**config.mk**
```make
export PLATFORM = sky130hd
export DESIGN_NAME = oricfg_top
export DESIGN_NICKNAME = d
export VERILOG_FILES = /design/src/rtl/oricfg_axis_chk.v /design/src/rtl/oricfg_top.v
export VERILOG_INCLUDE_DIRS = /design/src /design/src/rtl
export SDC_FILE = /design/constraint.sdc
export NUM_CORES = 1
export LEC_CHECK = 0
export BUFFER_PORTS_ARGS = -buffer_cell sky130_fd_sc_hd__buf_2
export CAP_MARGIN = 10
export CORE_UTILIZATION = 54
export CTS_CLUSTER_DIAMETER = 120
export DETAILED_ROUTE_END_ITERATION = 8
export PLACE_DENSITY = 0.74
export SLEW_MARGIN = 20
export SYNTH_ARGS = -nofsm -noshare
export SYNTH_HDL_FRONTEND = slang
export SYNTH_SLANG_ARGS = --single-unit
```
**constraint.sdc**
```tcl
create_clock -name CLOCK_I -period 5.2 [get_ports CLOCK_I]
set_clock_uncertainty 0.15 [all_clocks]
set_input_delay 0.26 -clock CLOCK_I [delete_from_list [all_inputs] [get_ports CLOCK_I]]
set_output_delay 0.26 -clock CLOCK_I [all_outputs]
set_load 0.01 [all_outputs]
```
**src/rtl/oricfg_consts.vh**
```
// Constants for the orientation interrupt configuration block.
// Assumes a 25 MHz core clock and 8-bit register access at byte addresses.
`ifndef ORICFG_CONSTS_VH
`define ORICFG_CONSTS_VH
`define ORI_ADDR_LOW        8'h65
`define ORI_ADDR_HIGH       8'h66
`define ORI_RST_LOW         8'h18
`define ORI_RST_HIGH        8'h48
`define ORI_BLK_MSB         3
`define ORI_BLK_LSB         2
`define ORI_MODE_MSB        1
`define ORI_MODE_LSB        0
`define ORI_ROT_BIT         7
`define ORI_UD_BIT          6
`define ORI_THETA_MSB       5
`define ORI_THETA_LSB       0
`define ORI_BLK_NONE        2'h0
`define ORI_BLK_BIG         2'h1
`define ORI_BLK_SLOPE2      2'h2
`define ORI_BLK_SLOPE4      2'h3
`define ORI_MODE_SYM        2'h0
`define ORI_MODE_HIGH       2'h1
`define ORI_MODE_LOW        2'h2
// Magnitudes in milli-g, signed 16-bit axis data at 1 mg per LSB.
`define ORI_MAG_MG          16'h05DC
`define ORI_SLOPE2_MG       16'h00C8
`define ORI_SLOPE4_MG       16'h0190
// Stable time: 100 ms at 25 MHz is 2,500,000 cycles, sized to the stability counter.
`define ORI_STABLE_MS       100
`define ORI_CLK_KHZ         25000
`define ORI_STABLE_CYC      24'h2625A0
`endif

```
**src/rtl/oricfg_axis_chk.v**
```verilog
// One axis checker: magnitude and slope against thresholds.
// Assumes samples arrive with a one-cycle valid strobe.
`timescale 1ns/1ps
`default_nettype none
module oricfg_axis_chk (
  input  wire        clk_i,
  input  wire        rst_i,
  input  wire        valid_i,
  input  wire [15:0] sample_i,
  input  wire [15:0] slope_lim_i,
  input  wire [15:0] mag_lim_i,
  output reg         mag_over_o,
  output reg         slope_over_o
);
  reg  [15:0] prev;
  wire [15:0] mag   = sample_i[15] ? (~sample_i + 16'h0001) : sample_i;
  wire [16:0] diff  = {sample_i[15], sample_i} - {prev[15], prev};
  wire [16:0] adiff = diff[16] ? (~diff + 17'h00001) : diff;

  // Flags are refreshed per sample; slope compares consecutive samples.
  always @(posedge clk_i or posedge rst_i) begin
    if (rst_i) begin
      prev         <= 16'h0000;
      mag_over_o   <= 1'b0;
      slope_over_o <= 1'b0;
    end else if (valid_i) begin
      prev         <= sample_i;
      mag_over_o   <= mag > mag_lim_i;
      slope_over_o <= adiff > {1'b0, slope_lim_i};
    end
  end
endmodule
`default_nettype wire

```
**src/rtl/oricfg_top.v**
```verilog
// Orientation interrupt configuration and event gating.
// Assumes a byte register port and signed 1 mg/LSB axis samples with a valid strobe.
// Assumes the orientation code and the tilt block condition are computed outside.
`timescale 1ns/1ps
`default_nettype none
`include "oricfg_consts.vh"
module oricfg_top (
  input  wire        CLOCK_I,
  input  wire        SYS_RST_I,
  input  wire [7:0]  REG_ADDR_I,
  input  wire        REG_WR_I,
  input  wire [7:0]  REG_WDATA_I,
  output reg  [7:0]  REG_RDATA_O,
  input  wire        SAMPLE_VALID_I,
  input  wire [15:0] SENSOR_X_I,
  input  wire [15:0] SENSOR_Y_I,
  input  wire [15:0] SENSOR_Z_I,
  input  wire [1:0]  ORIENT_XY_I,
  input  wire        ORIENT_UD_I,
  input  wire        TILT_OVER_I,
  output reg  [15:0] REG_X_O,
  output reg  [15:0] REG_Y_O,
  output reg  [15:0] REG_Z_O,
  output reg  [1:0]  THRESH_STYLE_O,
  output reg         ASYM_HIGH_O,
  output reg         ASYM_LOW_O,
  output reg  [5:0]  TILT_ANGLE_O,
  output reg         BLOCKED_O,
  output reg         ORIENT_IRQ_O
);
  reg  [7:0]  cfg_low;
  reg  [7:0]  cfg_high;
  reg  [7:0]  next_cfg_low;
  reg  [7:0]  next_cfg_high;
  reg  [7:0]  next_rdata;
  reg  [1:0]  xy_prev;
  reg         ud_prev;
  reg  [23:0] stable_cnt;
  wire [1:0]  blk_mode   = cfg_low[`ORI_BLK_MSB:`ORI_BLK_LSB];
  wire [1:0]  thr_mode   = cfg_low[`ORI_MODE_MSB:`ORI_MODE_LSB];
  wire        rotate     = cfg_high[`ORI_ROT_BIT];
  wire        ud_en      = cfg_high[`ORI_UD_BIT];
  wire [15:0] slope_lim  = (blk_mode == `ORI_BLK_SLOPE4) ? `ORI_SLOPE4_MG : `ORI_SLOPE2_MG;
  wire [2:0]  mag_over;
  wire [2:0]  slope_over;
  wire        stable     = (stable_cnt >= `ORI_STABLE_CYC);
  reg         block_now;
  wire        xy_change  = ORIENT_XY_I != xy_prev;
  wire        ud_toggle  = ORIENT_UD_I != ud_prev;
  wire        ud_change  = ud_toggle && ud_en;
  wire        next_irq   = (xy_change | ud_change) & ~block_now;
  wire [15:0] ax [0:2];

  // Axis samples gathered into an array so that the checkers can be generated.
  assign ax[0] = SENSOR_X_I;
  assign ax[1] = SENSOR_Y_I;
  assign ax[2] = SENSOR_Z_I;

  // One checker per sensor axis; the slope limit follows the selected mode, the magnitude limit is fixed.
  // Flags are refreshed only on a valid strobe, so they hold between samples.
  genvar g;
  generate
    for (g = 0; g < 3; g = g + 1) begin : g_axis
      oricfg_axis_chk u_oricfg_axis_chk (
        .clk_i        (CLOCK_I),
        .rst_i        (SYS_RST_I),
        .valid_i      (SAMPLE_VALID_I),
        .sample_i     (ax[g]),
        .slope_lim_i  (slope_lim),
        .mag_lim_i    (`ORI_MAG_MG),
        .mag_over_o   (mag_over[g]),
        .slope_over_o (slope_over[g])
      );
    end
  endgenerate

  // Write decode; a write to any other address changes nothing and is not flagged.
  // Every bit of both bytes is writable, hysteresis included, so software reads back
  // exactly what it wrote even where this block does not use the field.
  always @* begin
    next_cfg_low  = cfg_low;
    next_cfg_high = cfg_high;
    if (REG_WR_I && (REG_ADDR_I == `ORI_ADDR_LOW)) begin
      next_cfg_low = REG_WDATA_I;
    end
    if (REG_WR_I && (REG_ADDR_I == `ORI_ADDR_HIGH)) begin
      next_cfg_high = REG_WDATA_I;
    end
  end

  // Configuration bytes, loaded with their reset values.
  always @(posedge CLOCK_I or posedge SYS_RST_I) begin
    if (SYS_RST_I) begin
      cfg_low  <= `ORI_RST_LOW;
      cfg_high <= `ORI_RST_HIGH;
    end else begin
      cfg_low  <= next_cfg_low;
      cfg_high <= next_cfg_high;
    end
  end

  // Blocking condition chosen by the mode field.
  // It uses the flags of the last sample, so a flag-driven block lasts until a sample clears it;
  // this errs on the side of suppressing an event rather than raising a false one.
  always @* begin
    case (blk_mode)
      `ORI_BLK_NONE: begin
        block_now = 1'b0;
      end
      `ORI_BLK_BIG: begin
        block_now = TILT_OVER_I | (|mag_over);
      end
      `ORI_BLK_SLOPE2: begin
        block_now = TILT_OVER_I | (|mag_over) | (|slope_over);
      end
      `ORI_BLK_SLOPE4: begin
        block_now = TILT_OVER_I | (|mag_over) | (|slope_over) | ~stable;
      end
      default: begin
        block_now = 1'b0;
      end
    endcase
  end

  // Stability timer restarts on any orientation change, up/down included even when its
  // interrupt is masked; it saturates so it never wraps back into an unstable reading.
  // Limitation: the window also runs from reset, so mode three blocks for 100 ms after it.
  always @(posedge CLOCK_I or posedge SYS_RST_I) begin
    if (SYS_RST_I) begin
      stable_cnt <= 24'h000000;
    end else if (xy_change || ud_toggle) begin
      stable_cnt <= 24'h000000;
    end else if (!stable) begin
      stable_cnt <= stable_cnt + 24'h000001;
    end
  end

  // Orientation history; a change is measured against these previous values.
  // They reset to the idle level of the pins so that leaving reset is not a change.
  always @(posedge CLOCK_I or posedge SYS_RST_I) begin
    if (SYS_RST_I) begin
      xy_prev <= 2'h0;
      ud_prev <= 1'b0;
    end else begin
      xy_prev <= ORIENT_XY_I;
      ud_prev <= ORIENT_UD_I;
    end
  end

  // Interrupt pulse and blocking level. A change that meets an active block is dropped,
  // not deferred, so a blocked change never turns up later as a stale interrupt.
  always @(posedge CLOCK_I or posedge SYS_RST_I) begin
    if (SYS_RST_I) begin
      ORIENT_IRQ_O <= 1'b0;
      BLOCKED_O    <= 1'b0;
    end else begin
      ORIENT_IRQ_O <= next_irq;
      BLOCKED_O    <= block_now;
    end
  end

  // Axis remap, registered so that all three axes move on the same edge.
  always @(posedge CLOCK_I or posedge SYS_RST_I) begin
    if (SYS_RST_I) begin
      REG_X_O <= 16'h0000;
      REG_Y_O <= 16'h0000;
      REG_Z_O <= 16'h0000;
    end else begin
      REG_X_O <= rotate ? SENSOR_Y_I : SENSOR_X_I;
      REG_Y_O <= rotate ? SENSOR_Z_I : SENSOR_Y_I;
      REG_Z_O <= rotate ? SENSOR_X_I : SENSOR_Z_I;
    end
  end

  // Threshold style and tilt angle are only exported; the orientation computation
  // that applies them lives outside this block.
  always @(posedge CLOCK_I or posedge SYS_RST_I) begin
    if (SYS_RST_I) begin
      THRESH_STYLE_O <= 2'h0;
      ASYM_HIGH_O    <= 1'b0;
      ASYM_LOW_O     <= 1'b0;
      TILT_ANGLE_O   <= 6'h00;
    end else begin
      THRESH_STYLE_O <= thr_mode;
      ASYM_HIGH_O    <= (thr_mode == `ORI_MODE_HIGH);
      ASYM_LOW_O     <= (thr_mode == `ORI_MODE_LOW);
      TILT_ANGLE_O   <= cfg_high[`ORI_THETA_MSB:`ORI_THETA_LSB];
    end
  end

  // Read data selection; unmapped addresses read as zero.
  always @* begin
    case (REG_ADDR_I)
      `ORI_ADDR_LOW: begin
        next_rdata = cfg_low;
      end
      `ORI_ADDR_HIGH: begin
        next_rdata = cfg_high;
      end
      default: begin
        next_rdata = 8'h00;
      end
    endcase
  end

  // Read data is registered, so it trails the address by one cycle.
  always @(posedge CLOCK_I or posedge SYS_RST_I) begin
    if (SYS_RST_I) begin
      REG_RDATA_O <= 8'h00;
    end else begin
      REG_RDATA_O <= next_rdata;
    end
  end
endmodule
`default_nettype wire

```
Word level (Yosys, flattened, before mapping) --
Cells that the tools add are included. W data, S select, Z words.
Operators by class: $add $sub $neg 10, magnitude comparators 7, reduce and logical (&&, ||, !) cells 7, bitwise logic cells 13, equal/unequal tests 10, mux-type cells 14
Operator list (number):
- $mux W16 | 6
- $add A17 B1 Y17 const B | 3
- $gt A17 B9 Y1 | 3
- $mux W17 | 3
- $not A17 Y17 | 3
- $sub A16 B16 Y17 | 3
- $add A16 B1 Y16 const B | 3
- $gt A16 B11 Y1 const B | 3
- $mux W24 | 2
- $not A16 Y16 | 3
- $add A24 B1 Y24 const B | 1
- $ge A24 B22 Y1 const B | 1
- $eq A8 B7 Y1 const B | 2
- $pmux W8 S2 | 1
- $mux W9 | 1
- $eq A2 B2 Y1 const B | 3
- $reduce_or A3 Y1 | 2
- $eq A2 B1 Y1 const B | 2
- $or A1 B1 Y1 | 4
- $pmux W1 S4 | 1
- $logic_and A1 B1 Y1 | 3
- $logic_not A2 Y1 | 1
- $ne A2 B1 Y1 const B | 1
- $ne A2 B2 Y1 | 1
- 4 further kinds | 5
Storage, ports and cells: word-level logic and storage cells 85, bits in registers 165, input bits 72

Logic depth before layout (Yosys ltp) --
depth in word-level cells 7, mapped depth 17, mapped depth without buffers 17

Hierarchy --
From an unflattened synthesis, not the netlist that was laid out.
Second synthesis, totals: cells, all modules 1508, area total of the unflattened synthesis 13648.1 um2
By module, submodules not included:
- oricfg_axis_chk at g_axis[0].u_oricfg_axis_chk ... | instances 2, area each 3072.9 um2, sequential area each 450.4 um2, cells an instance 388
- oricfg_top | instances 1, area each 4489.3 um2, sequential area each 2782.7 um2, cells an instance 335
- oricfg_axis_chk at g_axis[1].u_oricfg_axis_chk | instances 1, area each 3012.9 um2, sequential area each 450.4 um2, cells an instance 397

Least setup slack after synthesis --
OpenSTA, ideal clock, no wires.
kind flip-flop to flip-flop, start reg g_axis[1].u_oricfg_axis_chk.prev[0], end reg g_axis[1].u_oricfg_axis_chk.slope_over_o, path slack 1435 ps, cell stages (with the launch flop) 16, library setup time 142 ps, path buffers 0, arrival 3473 ps, path through dfrtp_1 -> ha_1 -> fa_1 -> nand2b_1 -> a21oi_1 -> o22ai_2 -> o41ai_1 -> nor2_1 -> o21ai_0 -> xnor2_1 -> ha_1 -> nor2b_1 -> o31ai_1 -> a221oi_1 -> nor4_2 -> a41oi_2
Between the ends: word-level cells in the longest chain between the ends 5
Ends and longest elaborated chain:
- start, declared | line oricfg_axis_chk.v:15 | reg [15:0] prev;
- start signal, assigned | line oricfg_axis_chk.v:27 | prev <= sample_i;
- $sub A16 B16 Y17 (*) | line oricfg_axis_chk.v:17 | wire [16:0] diff = {sample_i[15], sample_i} - {prev[15], prev};
- $not A17 Y17 | line oricfg_axis_chk.v:18 | wire [16:0] adiff = diff[16] ? (~diff + 17'h00001) : diff;
- $add A17 B1 Y17 | line oricfg_axis_chk.v:18
- $mux W17 (*) | line oricfg_axis_chk.v:18
- $gt A17 B9 Y1 (*) | line oricfg_axis_chk.v:29 | slope_over_o <= adiff > {1'b0, slope_lim_i};
- end signal, assigned | line oricfg_axis_chk.v:29
- end, declared | line oricfg_axis_chk.v:13 | output reg slope_over_o
Mark *: on every way between the ends. The rest lies on a longest branch, timed or not. A chain may end at the register's enable or synchronous reset.

Final worst setup path --
start in SENSOR_Y_I[0], end reg g_axis[1].u_oricfg_axis_chk.slope_over_o
Between the ends: word-level cells in the longest chain between the ends 5
Ends and longest elaborated chain:
- start, declared | line oricfg_top.v:16 | input wire [15:0] SENSOR_Y_I,
- $sub A16 B16 Y17 (*) | line oricfg_axis_chk.v:17
- $not A17 Y17 | line oricfg_axis_chk.v:18
- $add A17 B1 Y17 | line oricfg_axis_chk.v:18
- $mux W17 (*) | line oricfg_axis_chk.v:18
- $gt A17 B9 Y1 (*) | line oricfg_axis_chk.v:29
Marks and branches as above.

==> results.sh <==
export IMPL_synth_edf_count=0
export IMPL_synthDistinctLibCells=93
export IMPL_switching_share_pct=35.5
export IMPL_cp_slowest_cell="o41ai_1"
export IMPL_syn_area_per_cell_um2=9.12
export IMPL_wire_per_inst_um=17.3
export IMPL_cts_root_buffer="clkbuf_16"
export IMPL_path_cells="dlygate4sd3_1 > buf_2 > inv_1 > ha_1 > fa_1 > nand2b_1 > a21oi_1 > o22ai_2 > o41ai_1 > nor2_1 > o21ai_0 > xnor2_1 > ha_1 > nor2b_1 > o31ai_1 > a221oi_1 > nor4_2 > a41oi_2"
export IMPL_yosys_top_cells_area="dfrtp_1, ha_1, mux2_2"
export IMPL_critPathLaunchType="input port"
export IMPL_hold_viol_final=0
export IMPL_period_needed_ns=4.57
export IMPL_synth_ff_type="dfrtp_1"
export IMPL_placed_cell_area_mm2=0.0119
export IMPL_rrSetupSlack_ns=0.79
export IMPL_crit_path_end_kind="flip-flop"
export IMPL_die_x_um=145
export IMPL_drt_vias_per_instance=5.87
export IMPL_cts_buffer_depth=2
export IMPL_critical_path_class="in2reg"
export IMPL_placement_io_buffers=139
export IMPL_core_area_mm2=0.0198
export IMPL_drc=0
export IMPL_path_common_cell="ha_1"
export IMPL_slowest_delay_ns=0.63
export IMPL_row_count=51
export IMPL_die_area_mm2=0.0210
export IMPL_gp_congestion=0.899
export IMPL_max_cap_violations=0
export IMPL_seq_area_mm2=0.00414
export IMPL_antenna_found_initial=2
export IMPL_multi_input_area_mm2=0.00641
export IMPL_gr_usage_all_layers_pct=27.5
export IMPL_drv_slew=0
export IMPL_maxClockFrequency_mhz=219
export IMPL_drive_gt1_share_pct=20.1
export IMPL_total_power_mw=3.92
export IMPL_rsz0062_at_grt="false"
export IMPL_slew_headroom_pct=37.0
export IMPL_async_flop_share_pct=100
export IMPL_overflow=0
export IMPL_seqPwrFrac_pct=35.2
export IMPL_cts_tree="built"
export IMPL_synth_top_cell_area_share_pct=36.5
export IMPL_seq_area_frac_synth_pct=37.4
export IMPL_area_growth_pct=16.5
export IMPL_ant_nets=0
export IMPL_first_pass_iters=7
export IMPL_fin_ws_ns=0.629
export IMPL_synthesis_area_mm2=0.0110
export IMPL_gr_usage_met3_pct=4.69
export IMPL_critPathBufInv=3
export IMPL_yosys_warnings=0
export IMPL_timing_rr_start="g_axis[1].u_oricfg_axis_chk.prev[0]"
export IMPL_worstPathRequired_ns=5.34
export IMPL_fp_dieH_um=145
export IMPL_critPathTopFamily="compound AO/OA/AOI/OAI gates"
export IMPL_yosys_register_bits=165
export IMPL_vdd_drop_max_v=0.000209
export IMPL_arrival_ns=4.71
export IMPL_syn_inst=1210
export IMPL_drt_wl_total_um=28400
export IMPL_fin_crit_sh_pct=87.9
export IMPL_dp_slack_ns=0.816
export IMPL_drt_iter0_markers=644
export IMPL_grt_max_degree=88
export IMPL_cts_resized=0
export IMPL_start_util_pct=55.8
export IMPL_grt_met1_usage_pct=37.7
export IMPL_fill_cells=1634
export IMPL_cts_buffers=17
export IMPL_synth_largest_area_cell="dfrtp_1"
export IMPL_grt_pass1_vias=9094
export IMPL_p_sw_mw=1.39
export IMPL_grt_met2_usage_pct=45.0
export IMPL_hold_depth=3
export IMPL_htreeDepth=4
export IMPL_p_clk_share_pct=32.1
export IMPL_internal_power_mw=2.53
export IMPL_cts_setup_buffers=0
export IMPL_hp_start="SENSOR_Y_I[13]"
export IMPL_combPwrFrac_pct=32.7
export IMPL_reg2regPathDepth=15
export IMPL_grt_pass1_wl_um=46200
export IMPL_setup_violations=0
export IMPL_status="complete, no violations"
export IMPL_ctsHoldBuffers=36
export IMPL_power_density_mw_per_mm2=305
export IMPL_io_pins=140
export IMPL_cts_sinks=165
export IMPL_finish_net_count=1506
export IMPL_syn_nets=1351
export IMPL_fin_area_mm2=0.0129
export IMPL_clkTransAtPathRegs_ns=0.07
export IMPL_clk_latency_ns=0.44
export IMPL_cellLeakagePower_nw=5.79
export IMPL_vias=9648
export IMPL_finalSetupTns_ns=0
export IMPL_hold_path_end="g_axis[1].u_oricfg_axis_chk.prev[13]"
export IMPL_r2r_end="g_axis[1].u_oricfg_axis_chk.slope_over_o"
export IMPL_place_hpwl_um=20700
export IMPL_hold_class="in2reg"
export IMPL_tightest_slew_ns=0.942
export IMPL_cp_max_fo=8
export IMPL_grt_busiest_layer="met2"
logic make-up after synthesis:
kind of cell / count (synthesis) / synth area share, %
buffers and inverters: 127 / 4.51
adders and majority gates: 69 / 8.02
AOI/OAI and AO/OA: 326 / 20.2
DFF: 165 / 37.4
and+or+nand+nor: 385 / 17.3
muxes: 60 / 6.11
xor gates and xnor gates: 78 / 6.39
worst min-delay path: cells and delay by family:
kind / cells / cell delay [ns]
AOI/OAI and AO/OA: 1 / 0.06
buffers and inverters: 1 / 0.16
and+or+nand+nor: 1 / 0.06
per-stage QoR:
stage                     hold WS (ns)  std cells  utilization, %
after floorplan                  0.141       1210               -
after detailed placement         0.236       1575            60.3
after CTS                      0.00109       1643            65.0
after global placement           0.229       1575            60.3
after global routing            0.0117       1643            65.0
final                          0.00769       1644            65.0
layout by cell type, fill, tap and decap left out, drive strengths merged, types with 8 or more instances in the layout:
cell type,n
a22o,8
or2,8
o31ai,19
ha,66
nand2,116
xnor2,35
nor2,88
mux2,56
nor4,8
buf,144
nor3,29
nand4,13
o21ai,103
o211ai,10
a211oi,15
a21oi,64
nand2b,19
and2,12
a21o,10
dfrtp,161
nor2b,17
clkbuf,19
nand3,28
or3,9
a2111oi,9
inv,90
xor2,43
dlygate4sd3,36
o21a,12
a31oi,10
and3,10
cell type report:
| class | count | area share [%] |
|---|---|---|
| well taps | 265 | 2.58 |
| multi-input cells | 918 | 49.8 |
| inverters | 83 | 2.46 |
| diodes | 1 | 0.0195 |
| repair buffers | 180 | 8.50 |
| flip-flops and latches | 165 | 32.1 |
| clock buffers | 19 | 3.44 |
| clock inverters | 13 | 1.05 |
sequential cells by signal, indices dropped and copies added, names as in the netlist:
name,cells
cfg_low,8
ASYM_HIGH_O,1
stable_cnt,24
xy_prev,2
ud_prev,1
ORIENT_IRQ_O,1
cfg_high,8
ASYM_LOW_O,1
REG_Z_O,16
g_axis.u_oricfg_axis_chk.prev,48
TILT_ANGLE_O,6
REG_Y_O,16
REG_RDATA_O,8
REG_X_O,16
g_axis.u_oricfg_axis_chk.slope_over_o,3
g_axis.u_oricfg_axis_chk.mag_over_o,3
THRESH_STYLE_O,2
BLOCKED_O,1
layer usage:
metal	wire (um)	vias up	part of all wire, %
li1	-	4657	-
met2	13400	343	47
met1	12800	4607	45
met5	27	-	0.095
met4	444	4	1.6
met3	1730	37	6.1
cells in the mapped netlist (all sizes together) (4+ instances only):
library cell  count
a21oi            64
o21a             12
nand4            13
nor3             29
o211ai           10
ha               66
a31oi            10
o31ai            19
nand2b           19
nand4b            4
xor2             43
nand2           116
nor2             88
nand3            28
buf              10
inv              83
dfrtp           161
nor4              8
o2111ai           5
xnor2            35
a22o              8
a211oi           15
a311oi            7
clkbuf           34
a21o             10
and3             10
and4              5
a211o             6
mux2             56
nor3b             5
dfstp             4
nor2b            17
or4               5
o21ai           103
o22ai             7
a2111oi           9
and2             12
a31o              4
or2               8
mux2i             4
or3               9
power groups by stage:
stage | logic [mW] | registers, mW | clock network [mW]
2_1_floorplan | 0.936 | 1.41 | 0
3_3_place_gp | 1.21 | 1.40 | 0
3_5_place_dp | 1.23 | 1.40 | 0
4_1_cts | 1.27 | 1.38 | 1.27
5_1_grt | 1.42 | 1.39 | 1.33
6_report | 1.28 | 1.38 | 1.26
worst max path at each step:
stage,from,end,slack (ns),cells past startpoint
5_1_grt,SENSOR_Y_I[0],g_axis[1].u_oricfg_axis_chk.slope_over_o,0.34,18
4_1_cts,SENSOR_Y_I[0],g_axis[1].u_oricfg_axis_chk.slope_over_o,0.71,18
3_5_place_dp,SENSOR_Y_I[0],g_axis[1].u_oricfg_axis_chk.slope_over_o,0.82,17
6_report,SENSOR_Y_I[0],g_axis[1].u_oricfg_axis_chk.slope_over_o,0.63,18
2_1_floorplan,SYS_RST_I,ASYM_HIGH_O,0.33,1
3_3_place_gp,SENSOR_Y_I[0],g_axis[1].u_oricfg_axis_chk.slope_over_o,1.04,17
Power figures use the tool's default switching activity.
